<file path="src/hw/mcu_clk_consts.svh">
// Purpose: offsets, field positions, reset values and timing counts of the mcu clock and reset block
// Assumes: ref_clk at 100 MHz
// Notes: Summary of operation below
//
// Summary of operation
// - Every output rate except the lowest is made by dividing the crystal oscillator and is driven on the clock pin.
// - A 3-bit select picks 30, 15, 10, 4, 3, 2, 1 MHz or 32.768 kHz for codes 000 to 111.
// - The 32.768 kHz clock comes from the internal RC oscillator or the external 32 kHz crystal, as selected.
// - After reset the clock pin carries the microcontroller clock at 4 MHz.
// - The crystal oscillator is off in sleep once any tail cycles are sent, so no crystal-derived clock exists there.
// - With the low-frequency enable set, sleep outputs 32.768 kHz whatever the select field holds.
// - In idle, transmit and receive the selected rate is output; 32.768 kHz replaces it only in sleep with the enable.
// - With the low-frequency enable clear, the clock output stops in sleep.
// - Before stopping, the clock runs 0, 128, 256 or 512 extra cycles as the 2-bit tail field says.
// - While an interrupt is pending the clock and the crystal oscillator keep running, even if sleep is commanded.
// - The microcontroller reads and clears the pending interrupt; then the commanded mode is entered.
// - A software reset request makes an internal reset pulse between 50 and 470 us long.
// - Any reset event returns every register to its default value.
// - The first general-purpose pin carries the active reset signal.
// - The second general-purpose pin carries the inverse of the reset signal.
`ifndef MCU_CLK_CONSTS_SVH
`define MCU_CLK_CONSTS_SVH

`define OPMODE_ADDR      8'h08
`define MCLK_CTRL_ADDR   8'h0a
`define STATUS_ADDR      8'h0b
`define MCLK_CTRL_RESET  8'h0b
`define OPMODE_RESET     8'h01
`define SWRST_BIT        7
`define LFSRC_BIT        2
`define MODE_LSB         0
`define TAIL_LSB         4
`define ENLFC_BIT        3
`define SEL_LSB          0

`define REF_CLK_MHZ      100
`define SWRST_MIN_US     50
`define SWRST_CYCLES     (`SWRST_MIN_US * `REF_CLK_MHZ)

`define TAIL_128         10'd128
`define TAIL_256         10'd256
`define TAIL_512         10'd512

// phase step = f_out * 2^32 / 100 MHz
`define INC_30M          32'h4ccc_cccd
`define INC_15M          32'h2666_6666
`define INC_10M          32'h1999_999a
`define INC_4M           32'h0a3d_70a4
`define INC_3M           32'h07ae_147b
`define INC_2M           32'h051e_b852
`define INC_1M           32'h028f_5c29

`endif

</file>
<file path="src/hw/mcu_clk_pkg.sv">
// Purpose: types of the mcu clock and reset block
// Assumes: nothing
// Notes: none
package mcu_clk_pkg;
  typedef enum logic [1:0] {
    mode_sleep,
    mode_idle,
    mode_tx,
    mode_rx
  } op_mode_t;

  typedef enum logic [1:0] {
    st_run,
    st_tail,
    st_sleep_lf,
    st_stopped
  } clk_state_t;

  typedef struct packed {
    logic [1:0] spare;
    logic [1:0] tail;
    logic       enlfc;
    logic [2:0] sel;
  } mclk_ctrl_t;
endpackage

</file>
<file path="src/hw/nco_if.sv">
// Purpose: carrier between the control logic and the crystal divider
// Assumes: one clock
// Notes: none
`timescale 1ns/1ps
interface nco_if;
  logic        run;
  logic [31:0] step;
  logic        lvl;
  logic        rise;
  modport ctrl (output run, output step, input lvl, input rise);
  modport div  (input run, input step, output lvl, output rise);
endinterface

</file>
<file path="src/hw/xtal_divider.sv">
// Purpose: divides the crystal-derived rate down to the selected output frequency
// Assumes: phase accumulator, msb is the output level
// Notes: stops and clears while the oscillator is off
`timescale 1ns/1ps
module xtal_divider (
  input  wire logic ref_clk,
  input  wire logic reset,
  nco_if.div        nco
);
  logic [31:0] phase_q;
  logic [31:0] phase_d;
  logic        msb_q;
  logic        msb_d;

  always_comb begin
    phase_d = phase_q;
    if (!nco.run) begin
      phase_d = 32'h0000_0000;
    end else begin
      phase_d = phase_q + nco.step;
    end
    msb_d = phase_d[31];
  end

  always_ff @(posedge ref_clk) begin
    if (reset) begin
      phase_q <= 32'h0000_0000;
      msb_q   <= 1'b0;
    end else begin
      phase_q <= phase_d;
      msb_q   <= msb_d;
    end
  end

  assign nco.lvl  = msb_q;
  assign nco.rise = msb_d & ~msb_q;
endmodule

</file>
<file path="src/hw/mcu_clock_and_reset_output.sv">
// Purpose: microcontroller clock output and reset outputs of the transceiver
// Assumes: all pin inputs synchronous to ref_clk; registers reached by a plain port
// Notes: 32 kHz sources arrive as levels already sampled on ref_clk
//
// The address-and-strobe port was chosen for this implementation.
`timescale 1ns/1ps
`include "mcu_clk_consts.svh"
module mcu_clock_and_reset_output #(
  parameter int SWRST_CYCLES = `SWRST_CYCLES
) (
  input  wire logic       ref_clk,
  input  wire logic       reset,
  input  wire logic       por_event,
  input  wire logic       low_supply,
  input  wire logic [7:0] reg_addr,
  input  wire logic [7:0] reg_wdata,
  input  wire logic       reg_wr,
  input  wire logic       reg_rd,
  output logic      [7:0] reg_rdata,
  input  wire logic       irq_pending,
  input  wire logic       lf_rc_clk,
  input  wire logic       lf_xtal_clk,
  output logic            clock_out_pin,
  output logic            xtal_enable,
  output logic            gpio0_reset,
  output logic            gpio1_reset_n,
  output logic            internal_reset
);
  localparam logic [12:0] SWRST_LEN = 13'(SWRST_CYCLES);

  mcu_clk_pkg::mclk_ctrl_t ctrl_q;
  mcu_clk_pkg::mclk_ctrl_t ctrl_d;
  logic [7:0]              opmode_q;
  logic [7:0]              opmode_d;
  logic [7:0]              rdata_q;
  logic [7:0]              rdata_d;
  logic [12:0]             swrst_cnt_q;
  logic [12:0]             swrst_cnt_d;
  logic                    swrst_busy;
  logic                    rst_any;
  logic                    rst_out_q;
  mcu_clk_pkg::clk_state_t state_q;
  mcu_clk_pkg::clk_state_t state_d;
  logic [9:0]              tail_cnt_q;
  logic [9:0]              tail_cnt_d;
  logic                    clk_out_q;
  logic                    clk_out_d;
  logic                    lf_lvl_q;
  logic                    lf_rise;
  logic                    lf_lvl;
  logic                    sleep_req;
  logic                    sleep_eff;
  logic                    use_lf;
  logic                    src_rise;
  logic                    src_lvl;
  logic [9:0]              tail_len;
  logic [7:0]              status;

  nco_if nco ();

  xtal_divider u_div (
    .ref_clk (ref_clk),
    .reset   (rst_any),
    .nco     (nco)
  );

  // software reset pulse; counter itself only cleared by the pin reset
  always_comb begin
    swrst_cnt_d = swrst_cnt_q;
    if (swrst_cnt_q != 13'h0000) begin
      swrst_cnt_d = swrst_cnt_q - 13'h0001;
    end else if (reg_wr && reg_addr == `OPMODE_ADDR && reg_wdata[`SWRST_BIT]) begin
      swrst_cnt_d = SWRST_LEN;
    end
  end

  always_ff @(posedge ref_clk) begin
    if (reset) begin
      swrst_cnt_q <= 13'h0000;
    end else begin
      swrst_cnt_q <= swrst_cnt_d;
    end
  end

  assign swrst_busy = swrst_cnt_q != 13'h0000;
  assign rst_any    = reset | por_event | low_supply | swrst_busy;

  // register file and read port
  always_comb begin
    ctrl_d   = ctrl_q;
    opmode_d = opmode_q;
    rdata_d  = 8'h00;
    if (reg_wr && reg_addr == `MCLK_CTRL_ADDR) begin
      ctrl_d       = mcu_clk_pkg::mclk_ctrl_t'(reg_wdata);
      ctrl_d.spare = 2'b00;
    end
    if (reg_wr && reg_addr == `OPMODE_ADDR) begin
      opmode_d             = reg_wdata;
      opmode_d[`SWRST_BIT] = 1'b0;
    end
    if (reg_rd) begin
      unique case (reg_addr)
        `MCLK_CTRL_ADDR: rdata_d = ctrl_q;
        `OPMODE_ADDR:    rdata_d = opmode_q;
        `STATUS_ADDR:    rdata_d = status;
        default:         rdata_d = 8'h00;
      endcase
    end
  end

  always_ff @(posedge ref_clk) begin
    if (rst_any) begin
      ctrl_q   <= mcu_clk_pkg::mclk_ctrl_t'(`MCLK_CTRL_RESET);
      opmode_q <= `OPMODE_RESET;
      rdata_q  <= 8'h00;
    end else begin
      ctrl_q   <= ctrl_d;
      opmode_q <= opmode_d;
      rdata_q  <= rdata_d;
    end
  end

  assign reg_rdata = rdata_q;
  assign status    = {4'h0, irq_pending, clk_out_q, state_q};

  // low-frequency source choice
  assign lf_lvl    = opmode_q[`LFSRC_BIT] ? lf_xtal_clk : lf_rc_clk;
  assign lf_rise   = lf_lvl & ~lf_lvl_q;
  assign use_lf    = (state_q == mcu_clk_pkg::st_sleep_lf) || (ctrl_q.sel == 3'b111);
  assign src_rise  = use_lf ? lf_rise : nco.rise;
  assign src_lvl   = use_lf ? lf_lvl : nco.lvl;

  // pending interrupt holds off sleep until the mcu clears it
  assign sleep_req = opmode_q[1:0] == 2'(mcu_clk_pkg::mode_sleep);
  assign sleep_eff = sleep_req && !irq_pending;

  always_comb begin
    unique case (ctrl_q.tail)
      2'b00:   tail_len = 10'd0;
      2'b01:   tail_len = `TAIL_128;
      2'b10:   tail_len = `TAIL_256;
      default: tail_len = `TAIL_512;
    endcase
  end

  always_comb begin
    state_d    = state_q;
    tail_cnt_d = tail_cnt_q;
    unique case (state_q)
      mcu_clk_pkg::st_run: begin
        if (sleep_eff) begin
          if (ctrl_q.enlfc) begin
            state_d = mcu_clk_pkg::st_sleep_lf;
          end else if (tail_len != 10'd0) begin
            state_d    = mcu_clk_pkg::st_tail;
            tail_cnt_d = tail_len;
          end else begin
            state_d = mcu_clk_pkg::st_stopped;
          end
        end
      end
      mcu_clk_pkg::st_tail: begin
        if (!sleep_eff) begin
          state_d = mcu_clk_pkg::st_run;
        end else if (tail_cnt_q == 10'd0) begin
          // last tail cycle reaches the pin, stop only on a low level
          if (!src_lvl) begin
            state_d = mcu_clk_pkg::st_stopped;
          end
        end else if (src_rise) begin
          tail_cnt_d = tail_cnt_q - 10'd1;
        end
      end
      mcu_clk_pkg::st_sleep_lf: begin
        if (!sleep_eff) begin
          state_d = mcu_clk_pkg::st_run;
        end
      end
      mcu_clk_pkg::st_stopped: begin
        if (!sleep_eff) begin
          state_d = mcu_clk_pkg::st_run;
        end
      end
    endcase
  end

  // clock pin level from the chosen source
  always_comb begin
    clk_out_d = 1'b0;
    if (state_q == mcu_clk_pkg::st_stopped) begin
      clk_out_d = 1'b0;
    end else if (use_lf) begin
      clk_out_d = lf_lvl;
    end else begin
      clk_out_d = nco.lvl;
    end
  end

  always_ff @(posedge ref_clk) begin
    if (rst_any) begin
      state_q    <= mcu_clk_pkg::st_run;
      tail_cnt_q <= 10'd0;
      clk_out_q  <= 1'b0;
      lf_lvl_q   <= 1'b0;
      rst_out_q  <= 1'b1;
    end else begin
      state_q    <= state_d;
      tail_cnt_q <= tail_cnt_d;
      clk_out_q  <= clk_out_d;
      lf_lvl_q   <= lf_lvl;
      rst_out_q  <= 1'b0;
    end
  end

  // oscillator off in sleep once the tail is sent; selected divider step
  assign xtal_enable = (state_q == mcu_clk_pkg::st_run) || (state_q == mcu_clk_pkg::st_tail);
  assign nco.run     = xtal_enable && !rst_any;

  always_comb begin
    unique case (ctrl_q.sel)
      3'b000:  nco.step = `INC_30M;
      3'b001:  nco.step = `INC_15M;
      3'b010:  nco.step = `INC_10M;
      3'b011:  nco.step = `INC_4M;
      3'b100:  nco.step = `INC_3M;
      3'b101:  nco.step = `INC_2M;
      3'b110:  nco.step = `INC_1M;
      default: nco.step = 32'h0000_0000;
    endcase
  end

  assign clock_out_pin  = clk_out_q;
  assign gpio0_reset    = rst_out_q;
  assign gpio1_reset_n  = ~rst_out_q;
  assign internal_reset = rst_any;
endmodule

</file>
<file path="config.mk">
export PLATFORM = sky130hd
export DESIGN_NAME = mcu_clock_and_reset_output
export DESIGN_NICKNAME = d
export VERILOG_FILES = /design/src/hw/mcu_clk_pkg.sv /design/src/hw/nco_if.sv /design/src/hw/xtal_divider.sv /design/src/hw/mcu_clock_and_reset_output.sv
export VERILOG_INCLUDE_DIRS = /design/src /design/src/hw
export SDC_FILE = /design/constraint.sdc
export NUM_CORES = 1
export LEC_CHECK = 0
export BUFFER_PORTS_ARGS = -buffer_cell sky130_fd_sc_hd__buf_2
export CAP_MARGIN = 25
export CELL_PAD_IN_SITES_DETAIL_PLACEMENT = 0
export CELL_PAD_IN_SITES_GLOBAL_PLACEMENT = 1
export CORE_AREA = 2 2 155 96
export DETAILED_ROUTE_END_ITERATION = 7
export DIE_AREA = 0 0 157 98
export MAX_ROUTING_LAYER = met4
export PLACE_DENSITY_LB_ADDON = 0.15
export RECOVER_POWER = 25
export SETUP_SLACK_MARGIN = 0.05
export SYNTH_ARGS = -nofsm -noshare
export SYNTH_HDL_FRONTEND = slang
export SYNTH_SLANG_ARGS = --single-unit
</file>
<file path="constraint.sdc">
create_clock -name ref_clk -period 3 [get_ports ref_clk]
set_input_delay 0.15 -clock ref_clk [delete_from_list [all_inputs] [get_ports ref_clk]]
set_output_delay 0.15 -clock ref_clk [all_outputs]
set_load 0.01 [all_outputs]
</file>
==> impl_results.md <==
- Status: complete, but fails checks
- Violated checks: negative setup slack
- Nets: between 800 and 900
- Post-Syn Instances: 611
- # setup viols final: 22
- Yosys top cell area share: 0.332
- Core Region: 14,100 sq um
- Combinational power share: 0.238
- HP Class: in2reg
- First-pass GRT wire length: around 24 mm
- # IOs: 38
- Ys Warns: 0
- Worst skew pair latency: between 0.3 and 0.4 ns
- Total power: around 0.0032 W
- Post-Syn Nets: around 670
- Final critical-path share of the clock period: 1.08
- Post-synthesis compound-gate area fraction: 0.200
- Adder and majority cell fraction of the synthesized area: 0.0907
- Most common cell after layout, fill and taps aside: buf_4
- Relative slew slack: 0.620
- Antenna-violating nets left: 0
- DRT iter0 DRCs: roughly 210
- Synth unique cells: 67
- CTS tree: done
- Sequential fraction of the synthesis area: 0.332
- Tmin final: roughly 3.3 ns
- Crit Path Class: reg2reg
- H-tree lvl count: 3
- Seq cells post-synth: 80
- Hold slack final: between 0.04 and 0.05 ns
- Mux contribution to synthesized area: 0.0231
- Post-Synth XOR/XNOR Area: 0.0635
- Final routed DRC violation total: 0
- Die width: 157 microns
- CTS sink count: 80
- Grt total ovfl: 0
- Cell taking the most area after synthesis: dfxtp_1
- Crit Path Max Fanout: 8
- Die span in y: 98 microns
- Post-synthesis simple-gate area fraction: 0.252
- Root buffer cell: clkbuf_16
- Layout area overhead: 47.0%
- Pins Over Slew Limit: 0
- Synth Cell Area: 4830 sq um
- PortBufs: 36
- Full die area: between 15,000 and 20,000 sq um
- Max cap viols: 0
- ANT cells: 0
- First-pass DRT Iterations: 5
- Psw: 0.000977 W
- Most frequent cells in the layout: buf_4, nor2_1, dfxtp_1
- Routability Congestion: 0.900
- Clock share of power: 0.379
- Layout Skew: about 0.008 ns
- Max clock buf depth: 2
- Routed via count: a little under 5,000
- Crit path required time: about 3.3 ns
- Final number of hold-violating endpoints: 0
- Tot GR Track Use: 0.203
- Main combinational cell family by area after synthesis: simple AND/OR/NAND/NOR gates
- Initial Util: 0.343
- RSZ-0062 raised after global routing: yes
- Main area contributors after synthesis: dfxtp_1, ha_1, nor2_1
- Static Leak: roughly 3.1 nW
- Largest net degree at the start of global routing: 16
- Drt via density: between 5 and 6
- CTS Hold Bufs: 0
- Min setup slack post-route: -0.253 ns
- Max Fclk: about 310 MHz
- Initial antenna violation count: 0
- Cell internal pwr: about 0.0022 W
- WP data arrival: 3.52 ns
- Switching share of power: 0.304
- Fraction of registers with async set/reset: 0
- Post-DR wirelength/cell: around 16 microns
- Vias in the first global route: between 4,000 and 5,000
- Cell Pwr Density: roughly 450 nW/um^2
- Layout cell share with drive strength beyond 1: 0.343
- Worst setup EP type: flip-flop
- Worst-margin pin slew: 0.567 ns
- Critical Path Source Type: flip-flop
- Flop pwr share: 0.383
- Detailed Place HPWL: approximately 11 mm
- Dominant synthesized flop cell: dfxtp_1
- Worst IR drop on VDD: between 0.0004 and 0.0005 V
- Final WL: roughly 15 mm
- Cell Rows: 34
- CTS Buf Count: 9
- Syn avg cell area: between 7 and 8 sq um
- EDFF count, synth: 0
- CTS clock-pin slew for the worst setup and hold paths: 0.07 ns
[state kept, by name, indices dropped and copies added, names as in the netlist]
signal         count
u_div.phase_q     32
swrst_cnt_q       13
tail_cnt_q        10
opmode_q           7
reg_rdata          7
ctrl_q             6
state_q            2
clock_out_pin      1
gpio0_reset        1
lf_lvl_q           1
[layer usage]
metal,vias up,GRT usage,part of all wire
met4,0,0.0374,0.0078
met5,-,-,0
met1,2309,0.311,0.53
met3,11,0.0399,0.052
met2,112,0.272,0.41
li1,2489,-,-
[cells in the mapped netlist, types with 2 or more instances]
cell type	n
nor2_1	91
dfxtp_1	80
a21oi_1	55
nand2_1	55
ha_1	31
o21ai_0	30
inv_1	24
nor3_1	23
a21o_1	22
nand3_1	18
xnor2_1	18
xor2_1	17
clkbuf_1	15
mux2i_1	10
or3_1	9
a211oi_1	8
nand2b_1	7
a31oi_1	6
or4_1	6
a22oi_1	5
nand3b_1	5
nor2b_1	5
nor4_1	5
o31ai_1	4
and2_1	3
and3_1	3
and4_1	3
buf_2	3
maj3_1	3
o21a_1	3
o21bai_1	3
nor3b_1	2
nor4_2	2
o211ai_1	2
o21ai_2	2
or2_2	2
[worst max-delay path: stages, from the launching register on]
cell	delay, ns
dfxtp_4	0.41
or3b_4	0.45
nand2_4	0.10
nor2_4	0.04
inv_2	0.06
ha_4	0.14
a211oi_4	0.06
o21bai_1	0.24
a211oi_2	0.11
buf_4	0.16
nor4_4	0.18
a211oi_4	0.10
nor3_4	0.19
o21ai_4	0.10
buf_12	0.18
or4_1	0.48
a21oi_1	0.17
[logic make-up after synthesis]
| group | Yosys count |
|---|---|
| other cells | 1 |
| xor+xnor | 35 |
| fa+ha+maj | 35 |
| mux | 11 |
| flops | 80 |
| simple gates | 249 |
| buf+inv | 46 |
| compound gates | 154 |
[layout make-up]
class                           instances  area, sq um
Sequential cell                        80         1610
Multi-Input combinational cell        485         3580
Inverter                               25          113
Timing Repair inverter                  1         5.00
Clock inverter                          6         92.6
Timing Repair Buffer                  167         1230
Clock buffer                            9          225
Tap cell                              198          248
Fill cell                            1371         6980
[worst paths after layout]
check | start | to | slack, ns | cells after the start
min reg2reg | opmode_q[5] | opmode_q[5] | 0.46 | 2
min | reg_wdata[3] | ctrl_q[3] | 0.04 | 3
max | ctrl_q[1] | tail_cnt_q[5] | -0.25 | 16
max reg2reg | ctrl_q[1] | tail_cnt_q[5] | -0.25 | 16
[power by group through the flow]
stage,logic (W),registers (W),clock network [W]
after floorplan,0.000522,0.00123,0
after global placement,0.000694,0.00124,0
after detailed placement,0.000705,0.00125,0
after CTS,0.000736,0.00122,0.00124
after global routing,0.000858,0.00124,0.00129
final,0.000764,0.00123,0.00122
[what timing repair did]
item	in CTS	in global routing
pin swaps	23	32
cloned	1	1
resized for setup	61	40
endpoints found under the setup margin	30	35
buffers inserted	20	11
[stage by stage]
stage	util	setup slack, ns	instance area [sq um]	setup TNS (ns)	instances
final	0.504	-0.253	7100	-2.97	971
after global placement	0.431	-0.389	6070	-5.03	924
after detailed placement	0.431	-0.391	6070	-5.74	924
after CTS	0.483	-0.217	6810	-2.21	959
after global routing	0.504	-0.430	7100	-7.39	971
after floorplan	-	0.0222	4980	0	611
Note: power is estimated with default switching activity, not from simulation.
